<file path="config.mk">
export PLATFORM = sky130hd
export DESIGN_NAME = rta_alarm_gate
export DESIGN_NICKNAME = d
export VERILOG_FILES = /design/src/shared/rta_pkg.sv /design/src/design/rta_alarm_gate.sv
export SDC_FILE = /design/constraint.sdc
export NUM_CORES = 1
export LEC_CHECK = 0
export ABC_CLOCK_PERIOD_IN_PS = 4580
export BUFFER_PORTS_ARGS = -buffer_cell sky130_fd_sc_hd__buf_2
export CAP_MARGIN = 20
export CORE_ASPECT_RATIO = 1.4
export CORE_MARGIN = 3
export CORE_UTILIZATION = 42
export CTS_CLUSTER_DIAMETER = 30
export DETAILED_ROUTE_END_ITERATION = 6
export PLACE_DENSITY = 0.74
export SLEW_MARGIN = 20
export SYNTH_ARGS = -nofsm -noshare
export SYNTH_HDL_FRONTEND = slang
export SYNTH_SLANG_ARGS = --single-unit
</file>
<file path="constraint.sdc">
create_clock -name ref_clk -period 4.58 [get_ports ref_clk]
set_clock_uncertainty 0.2 [all_clocks]
set_input_delay 0.916 -clock ref_clk [delete_from_list [all_inputs] [get_ports ref_clk]]
set_output_delay 0.916 -clock ref_clk [all_outputs]
set_load 0.05 [all_outputs]
</file>
<file path="src/shared/rta_pkg.sv">
// Purpose: constants and types for the alarm-zero match and backup bus gating block
// Assumes: registers are written over a simple write strobe from the serial bus engine
// Notes:   register indices are local choices; no offsets are printed for them
package rta_pkg;

  localparam logic [2:0] REG_SEC_IDX   = 3'h0;
  localparam logic [2:0] REG_MIN_IDX   = 3'h1;
  localparam logic [2:0] REG_HOUR_IDX  = 3'h2;
  localparam logic [2:0] REG_DATE_IDX  = 3'h3;
  localparam logic [2:0] REG_MONTH_IDX = 3'h4;
  localparam logic [2:0] REG_WDAY_IDX  = 3'h5;
  localparam logic [2:0] REG_INTC_IDX  = 3'h6;
  localparam logic [2:0] REG_STAT_IDX  = 3'h7;

  localparam int         MATCH_EN_BIT   = 7;
  localparam int         ALARM_EN_BIT   = 5;
  localparam int         PULSE_SEL_BIT  = 7;
  localparam int         STAT_FLAG_BIT  = 0;
  localparam logic [7:0] ALARM_RST      = 8'h00;
  localparam logic [7:0] INTC_RST       = 8'h00;
  localparam logic [6:0] BCD_MASK       = 7'h7F;

  // Pulse width in pulsed mode
  localparam int         PULSE_NS       = 250;
  localparam int         CLK_NS         = 50;
  localparam int         PULSE_CYC      = (PULSE_NS + CLK_NS - 1) / CLK_NS;

  typedef enum logic [1:0] {
    RTA_MODE_A = 2'b00,
    RTA_MODE_B = 2'b01,
    RTA_MODE_C = 2'b10,
    RTA_MODE_D = 2'b11
  } rta_mode_e;

  typedef enum logic [1:0] {
    RTA_IDLE  = 2'b00,
    RTA_HELD  = 2'b01,
    RTA_PULSE = 2'b10
  } rta_irq_e;

  // Current calendar from the timekeeping counters, BCD
  typedef struct packed {
    logic [7:0] sec;
    logic [7:0] min;
    logic [7:0] hour;
    logic [7:0] date;
    logic [7:0] month;
    logic [7:0] wday;
  } rta_time_s;

  // Supply comparator results
  typedef struct packed {
    logic vdd_above_reset;
    logic vbat_above_reset;
    logic vdd_above_vbat;
    logic on_battery;
  } rta_supply_s;

endpackage

</file>
<file path="src/design/rta_alarm_gate.sv">
// Purpose: alarm-zero compare, interrupt output and serial bus gating in backup
// Assumes: time advances by a one-cycle tick after counters update; supply flags are synchronous
// Notes:   registers written by reg_wr_en/reg_idx/reg_wdata from the bus engine
//
// Behaviour
// - Each compare register holds a BCD value in bits 6:0 and its match enable in bit 7.
// - A compare register written all zeros has its enable clear and that field is ignored.
// - Alarm zero only fires while the alarm enable bit 5 of interrupt control is one.
// - With mode select bit 7 zero a match gives one held alarm event, not a pulse train.
// - With mode select bit 7 one every match pulses the interrupt output low.
// - The compare is evaluated on each clock advance, so a minute match lands at seconds 59 to 00.
// - A match sets the alarm zero status flag and drives the active-low interrupt output low.
// - In pulsed mode the flag sets on every trigger and pulses continue without clearing it.
// - The bus is dead whenever the main supply is below the reset threshold in any mode.
// - In modes A and C the bus serves down to the reset threshold and never on battery.
// - In mode B the bus works on battery only while battery and main supply exceed the threshold.
// - In mode D the bus works only while the main supply exceeds both threshold and battery.
// - The interrupt output stays driven on battery in every backup mode.
// - In standard switchover on battery only timekeeping runs; alarms and bus are held off.
`timescale 1ns/10ps
module rta_alarm_gate
  import rta_pkg::*;
(
  input  wire logic        ref_clk,
  input  wire logic        rst_n,
  input  wire logic        sec_tick,
  input  wire rta_time_s   cur_time,
  input  wire rta_supply_s supply,
  input  wire logic        backup_switch_select,
  input  wire logic        bus_in_backup_select,
  input  wire logic        reg_wr_en,
  input  wire logic        reg_rd_en,
  input  wire logic [2:0]  reg_idx,
  input  wire logic [7:0]  reg_wdata,
  output logic      [7:0]  reg_rdata,
  output logic             bus_enable,
  output logic             alarm_interrupt_output_n,
  output logic             alarm_interrupt_output_oe,
  output logic             low_voltage_reset_state
);

  logic [7:0] alarm_ff [6];
  logic [7:0] nxt_alarm [6];
  logic [7:0] intc_ff;
  logic [7:0] nxt_intc;
  logic       flag_ff;
  logic       nxt_flag;
  rta_irq_e   irq_ff;
  rta_irq_e   nxt_irq;
  logic [7:0] pcnt_ff;
  logic [7:0] nxt_pcnt;
  logic [7:0] rdata_ff;
  logic [7:0] nxt_rdata;
  logic       bus_ff;
  logic       nxt_bus;
  logic       lvr_ff;
  logic       irq_n_ff;
  logic       nxt_irq_n;
  logic       oe_ff;

  rta_mode_e  mode;
  logic       match;
  logic       bus_ok;
  logic       standard_batt;
  logic       wr_ok;

  // Field enabled and differs: mismatch
  function automatic logic field_miss(input logic [7:0] cmp, input logic [7:0] now);
    field_miss = cmp[MATCH_EN_BIT] && ((cmp[6:0] & BCD_MASK) != (now[6:0] & BCD_MASK));
  endfunction

  always_comb begin
    mode = rta_mode_e'({bus_in_backup_select, backup_switch_select});
    // Standard switchover modes drop everything but timekeeping on battery
    standard_batt = supply.on_battery && !backup_switch_select;
    unique case (mode)
      RTA_MODE_A, RTA_MODE_C: bus_ok = supply.vdd_above_reset && !supply.on_battery;
      RTA_MODE_B:             bus_ok = supply.vdd_above_reset &&
                                       (!supply.on_battery || supply.vbat_above_reset);
      RTA_MODE_D:             bus_ok = supply.vdd_above_reset && supply.vdd_above_vbat;
      default:                bus_ok = 1'b0;
    endcase
    if (!supply.vdd_above_reset) begin
      bus_ok = 1'b0;
    end
    wr_ok = reg_wr_en && bus_ff;
    match = sec_tick && intc_ff[ALARM_EN_BIT] && !standard_batt
            && !field_miss(alarm_ff[0], cur_time.sec)
            && !field_miss(alarm_ff[1], cur_time.min)
            && !field_miss(alarm_ff[2], cur_time.hour)
            && !field_miss(alarm_ff[3], cur_time.date)
            && !field_miss(alarm_ff[4], cur_time.month)
            && !field_miss(alarm_ff[5], cur_time.wday);
  end

  always_comb begin
    for (int i = 0; i < 6; i++) begin
      nxt_alarm[i] = alarm_ff[i];
      if (wr_ok && reg_idx == 3'(i)) begin
        nxt_alarm[i] = reg_wdata;
      end
    end
    nxt_intc = intc_ff;
    if (wr_ok && reg_idx == REG_INTC_IDX) begin
      nxt_intc = reg_wdata;
    end
    nxt_flag = flag_ff;
    // Clear by writing zero to status; a same-cycle match wins
    if (wr_ok && reg_idx == REG_STAT_IDX && !reg_wdata[STAT_FLAG_BIT]) begin
      nxt_flag = 1'b0;
    end
    if (match) begin
      nxt_flag = 1'b1;
    end
    nxt_rdata = rdata_ff;
    if (reg_rd_en && bus_ff) begin
      if (reg_idx < REG_INTC_IDX) begin
        nxt_rdata = alarm_ff[reg_idx];
      end else if (reg_idx == REG_INTC_IDX) begin
        nxt_rdata = intc_ff;
      end else begin
        nxt_rdata = {7'h00, flag_ff};
      end
    end
    nxt_bus = bus_ok;
  end

  always_comb begin
    nxt_irq  = irq_ff;
    nxt_pcnt = pcnt_ff;
    case (irq_ff)
      RTA_IDLE: begin
        if (match && intc_ff[PULSE_SEL_BIT]) begin
          nxt_irq  = RTA_PULSE;
          nxt_pcnt = 8'(PULSE_CYC - 1);
        end else if (match) begin
          nxt_irq = RTA_HELD;
        end
      end
      RTA_HELD: begin
        // Single event holds until the flag is cleared
        if (!flag_ff) begin
          nxt_irq = RTA_IDLE;
        end
      end
      RTA_PULSE: begin
        // Pulse ends on its own; flag state is irrelevant
        if (pcnt_ff == 8'h00) begin
          nxt_irq = RTA_IDLE;
        end else begin
          nxt_pcnt = pcnt_ff - 8'h01;
        end
      end
      default: nxt_irq = RTA_IDLE;
    endcase
    nxt_irq_n = !(nxt_irq != RTA_IDLE);
  end

  always_ff @(posedge ref_clk) begin
    if (!rst_n) begin
      for (int i = 0; i < 6; i++) begin
        alarm_ff[i] <= ALARM_RST;
      end
      intc_ff  <= INTC_RST;
      flag_ff  <= 1'b0;
      irq_ff   <= RTA_IDLE;
      pcnt_ff  <= 8'h00;
      rdata_ff <= 8'h00;
      bus_ff   <= 1'b0;
      lvr_ff   <= 1'b1;
      irq_n_ff <= 1'b1;
      oe_ff    <= 1'b1;
    end else begin
      for (int i = 0; i < 6; i++) begin
        alarm_ff[i] <= nxt_alarm[i];
      end
      intc_ff  <= nxt_intc;
      flag_ff  <= nxt_flag;
      irq_ff   <= nxt_irq;
      pcnt_ff  <= nxt_pcnt;
      rdata_ff <= nxt_rdata;
      bus_ff   <= nxt_bus;
      lvr_ff   <= !supply.vdd_above_reset;
      irq_n_ff <= nxt_irq_n;
      oe_ff    <= 1'b1;
    end
  end

  assign reg_rdata                 = rdata_ff;
  assign bus_enable                = bus_ff;
  assign alarm_interrupt_output_n  = irq_n_ff;
  // CMOS output: always driven, battery or not
  assign alarm_interrupt_output_oe = oe_ff;
  assign low_voltage_reset_state   = lvr_ff;

endmodule

</file>
==> results.py <==
metrics = {
    "status": {
        "status": "finished clean",
    },
    "global_routing": {
        "grt_pass1_wl_um": 15820,
        "overflow": 0,
        "grt_usage": 0.1993,
        "met3_usage": 0.04014,
        "use_met1": 0.2331,
        "grt.busiest_layer": "met2",
        "antenna_found_initial": 0,
        "grt_use_met2": 0.3455,
        "grt_pass1_vias": 3142,
        "grt_max_degree": 41,
    },
    "sta": {
        "hold_violations": 0,
        "fmax_ghz": 0.3424,
        "finalSetupTns_ns": 0,
        "setup_viol_count_final": 0,
        "fin_ws_ns": 1.659,
        "relSlewSlack": 0.4735,
        "rsz0062_at_grt": "no",
        "fin_crit_sh": 0.6377,
        "min_period_ns": 2.921,
        "worst-slew-pin-transition_ns": 0.7849,
        "drv_slew": 0,
    },
    "yosys": {
        "seq_area_frac_synth": 0.4065,
        "postSynthAreaPerCell_um2": 9.774,
        "synth_cell_types": 38,
        "netlist.area_leader.share": 0.4065,
        "async_flop_share": 0,
        "synth_seq_cells": 78,
        "syn-cell-area_um2": 3841,
        "syn_nets": 465,
        "synth_area_leaders": "dfxtp_1 (41%), mux2i_1 (19%), nor2_1 (6.9%)",
        "synth_area_leader_cell": "dfxtp_1",
        "synthCells": 393,
        "synthTopCellsByCount": "dfxtp_1 (78), mux2i_1 (71), nor2_1 (71), xnor2_1 (29), xor2_1 (19)",
        "synth-warning-count": 0,
        "yosysMostFrequentCell": "dfxtp_1",
        "synth-edff-count": 0,
        "ys.flop_type": "dfxtp_1",
    },
    "worst_setup_path": {
        "critPathLaunchType": "input pin",
        "end_kind": "register",
        "cp_slowest_cell": "o31ai_1",
        "path_max_fanout": 5,
        "cp_cell_sequence": "buf_2 -> xor2_1 -> o41ai_1 -> nand4_1 -> o31ai_1 -> nor2_1",
        "worst-r2r-cell-count": 6,
        "cp.required_ns": 4.57,
        "r2r-start": "alarm_ff[4][0]",
        "critPathArrivalTime_ns": 2.91,
        "critical_path_class": "in -> reg",
        "critical_path_buf_inv_count": 1,
        "r2r_slack_ns": 1.97,
        "cpPeakStageDelay_ns": 0.70,
        "cp_top_family": "compound AO/OA/AOI/OAI gates",
        "r2r_end": "pcnt_ff[4]",
    },
    "place": {
        "pre_cts_ws_ns": 1.351,
        "place.gp.congestion": 0.8645,
        "port_buffers": 74,
        "placed_area_um2": 4265,
        "hpwlAfterDp_um": 7537,
    },
    "clock_network": {
        "post_cts_resized": 0,
        "worstSkewPairLatency_ns": 0.34,
        "cts_buffers": 9,
        "hold_buffers": 0,
        "post_cts_buffers": 0,
        "cts_root_buf": "clkbuf_16",
        "htreeDepth": 3,
        "cts_sinks": 78,
        "clockBufferDepth": 2,
        "cts_tree": "done",
        "clkTransAtPathRegs_ns": 0.06,
    },
    "flow_run": {
        "cap_viol_max_count": 0,
    },
    "floorplan": {
        "die_area_um2": 10350,
        "coreArea_um2": 8758,
        "ios": 82,
        "start_util": 0.4386,
        "die_h_um": 119.2,
        "fp-row-count": 40,
        "die_x_um": 86.83,
    },
    "final_layout": {
        "drive_gt1_frac": 0.2284,
        "syn2layout_area_growth_pct": 19.38,
        "final_util": 0.5236,
        "final_cell_area_um2": 4586,
        "final_nets": 531,
        "antenna_cells": 0,
    },
    "worst_hold_path": {
        "min_to": "reg_rdata[3]",
        "whs_path_depth": 2,
        "holdCritStartpoint": "reg_rdata[3]",
        "holdCritPathClass": "reg -> reg",
    },
    "pwr": {
        "powerDensity_nw_per_um2": 339.9,
        "switching_power_uw": 357.7,
        "ir_worst_vdd_v": 0.0002014,
        "clock_power_share": 0.477,
        "power.internal_uw": 1201,
        "combPwrFrac": 0.081,
        "leakage_uw": 0.001866,
        "p_sw_frac": 0.2295,
        "finalPower_uw": 1559,
        "pwr-share-seq": 0.442,
    },
    "detailed_routing": {
        "drc": 0,
        "routed_via_density": 5.371,
        "ant_nets": 0,
        "first_iter_violations": 181,
        "via_count": 3056,
        "drt-pass1-iter-count": 4,
        "avgRoutedWirePerCell_um": 17.53,
        "drt-total-wl_um": 9976,
    },
}
-- metal layers --
layer | wire [µm] | share of wire | vias to the layer above
met5 | 0 | 0 | -
met4 | 223 | 0.022 | 0
met3 | 461 | 0.046 | 12
met2 | 5345 | 0.54 | 79
met1 | 3944 | 0.40 | 1463
li1 | - | - | 1502
-- how the worst max path moves through the flow --
stage,startpoint,end,slack [ns],cells past startpoint
3_5_place_dp,cur_time[10],pcnt_ff[5],1.35,7
5_1_grt,cur_time[17],pcnt_ff[4],1.56,7
2_1_floorplan,cur_time[12],pcnt_ff[3],2.11,5
3_3_place_gp,cur_time[10],pcnt_ff[4],1.34,7
6_report,cur_time[12],pcnt_ff[4],1.66,6
4_1_cts,cur_time[10],pcnt_ff[4],1.71,7
-- kinds of logic (layout without fill, tap and decap cells) --
logic type | Yosys count | after routing | synth area share
xor gates and xnor gates | 48 | 48 | 0.1094
adders and majority gates | 2 | 2 | 0.006514
muxes | 80 | 80 | 0.2378
and+or+nand+nor | 127 | 127 | 0.1511
other | 1 | 1 | 0.0009763
DFF | 78 | 78 | 0.4065
buffers and inverters | 24 | 95 | 0.02606
AOI/OAI and AO/OA | 33 | 33 | 0.06156
-- area by class of cell --
cell class	count	area (µm²)
Fill cell	788	4173
Multi-Input combinational cell	291	2180
Sequential cell	78	1562
Timing Repair Buffer	75	377.9
Clock buffer	12	266.5
Tap cell	105	131.4
Clock inverter	4	53.80
Inverter	4	15.01
-- power by group through the flow --
| stage | clock network (µW) | logic, µW | registers [µW] |
|---|---|---|---|
| floorplan | 0 | 60.0 | 717 |
| global placement | 0 | 124 | 704 |
| detailed placement | 0 | 126 | 704 |
| CTS | 752 | 126 | 689 |
| global route | 781 | 136 | 690 |
| finish | 743 | 126 | 689 |
-- per-stage QoR --
stage               instances  hold WS (ns)
finish                    569        0.2914
global route              569        0.3214
CTS                       569        0.2982
detailed placement        553        0.2842
global placement          553        0.2704
floorplan                 393        0.2474
-- sequential cells by signal (all words and copies together) (netlist names) --
signal,cells
flag_ff,1
irq_ff,2
low_voltage_reset_state,1
alarm_ff,48
reg_rdata,8
bus_enable,1
alarm_interrupt_output_n,1
pcnt_ff,8
intc_ff,8
-- worst min-delay path, delay by kind of cell, from the launching register on --
| kind | cells | cell delay [ns] |
|---|---|---|
| AO/OA/AOI/OAI | 1 | 0.05 |
| flip-flops | 1 | 0.30 |
| AND/OR/NAND/NOR | 1 | 0.09 |
-- cell usage in the layout (no fill, tap or decap), drive strengths merged, types with 9 or more instances in the layout --
| master | netlist | routed |
|---|---|---|
| a211oi | 9 | 9 |
| nor2 | 76 | 76 |
| buf | 9 | 75 |
| clkbuf | 11 | 12 |
| xnor2 | 29 | 29 |
| dfxtp | 78 | 78 |
| nand2 | 18 | 18 |
| mux2i | 71 | 71 |
| xor2 | 19 | 19 |
| mux4 | 9 | 9 |
(Power assumes the default switching activity.)
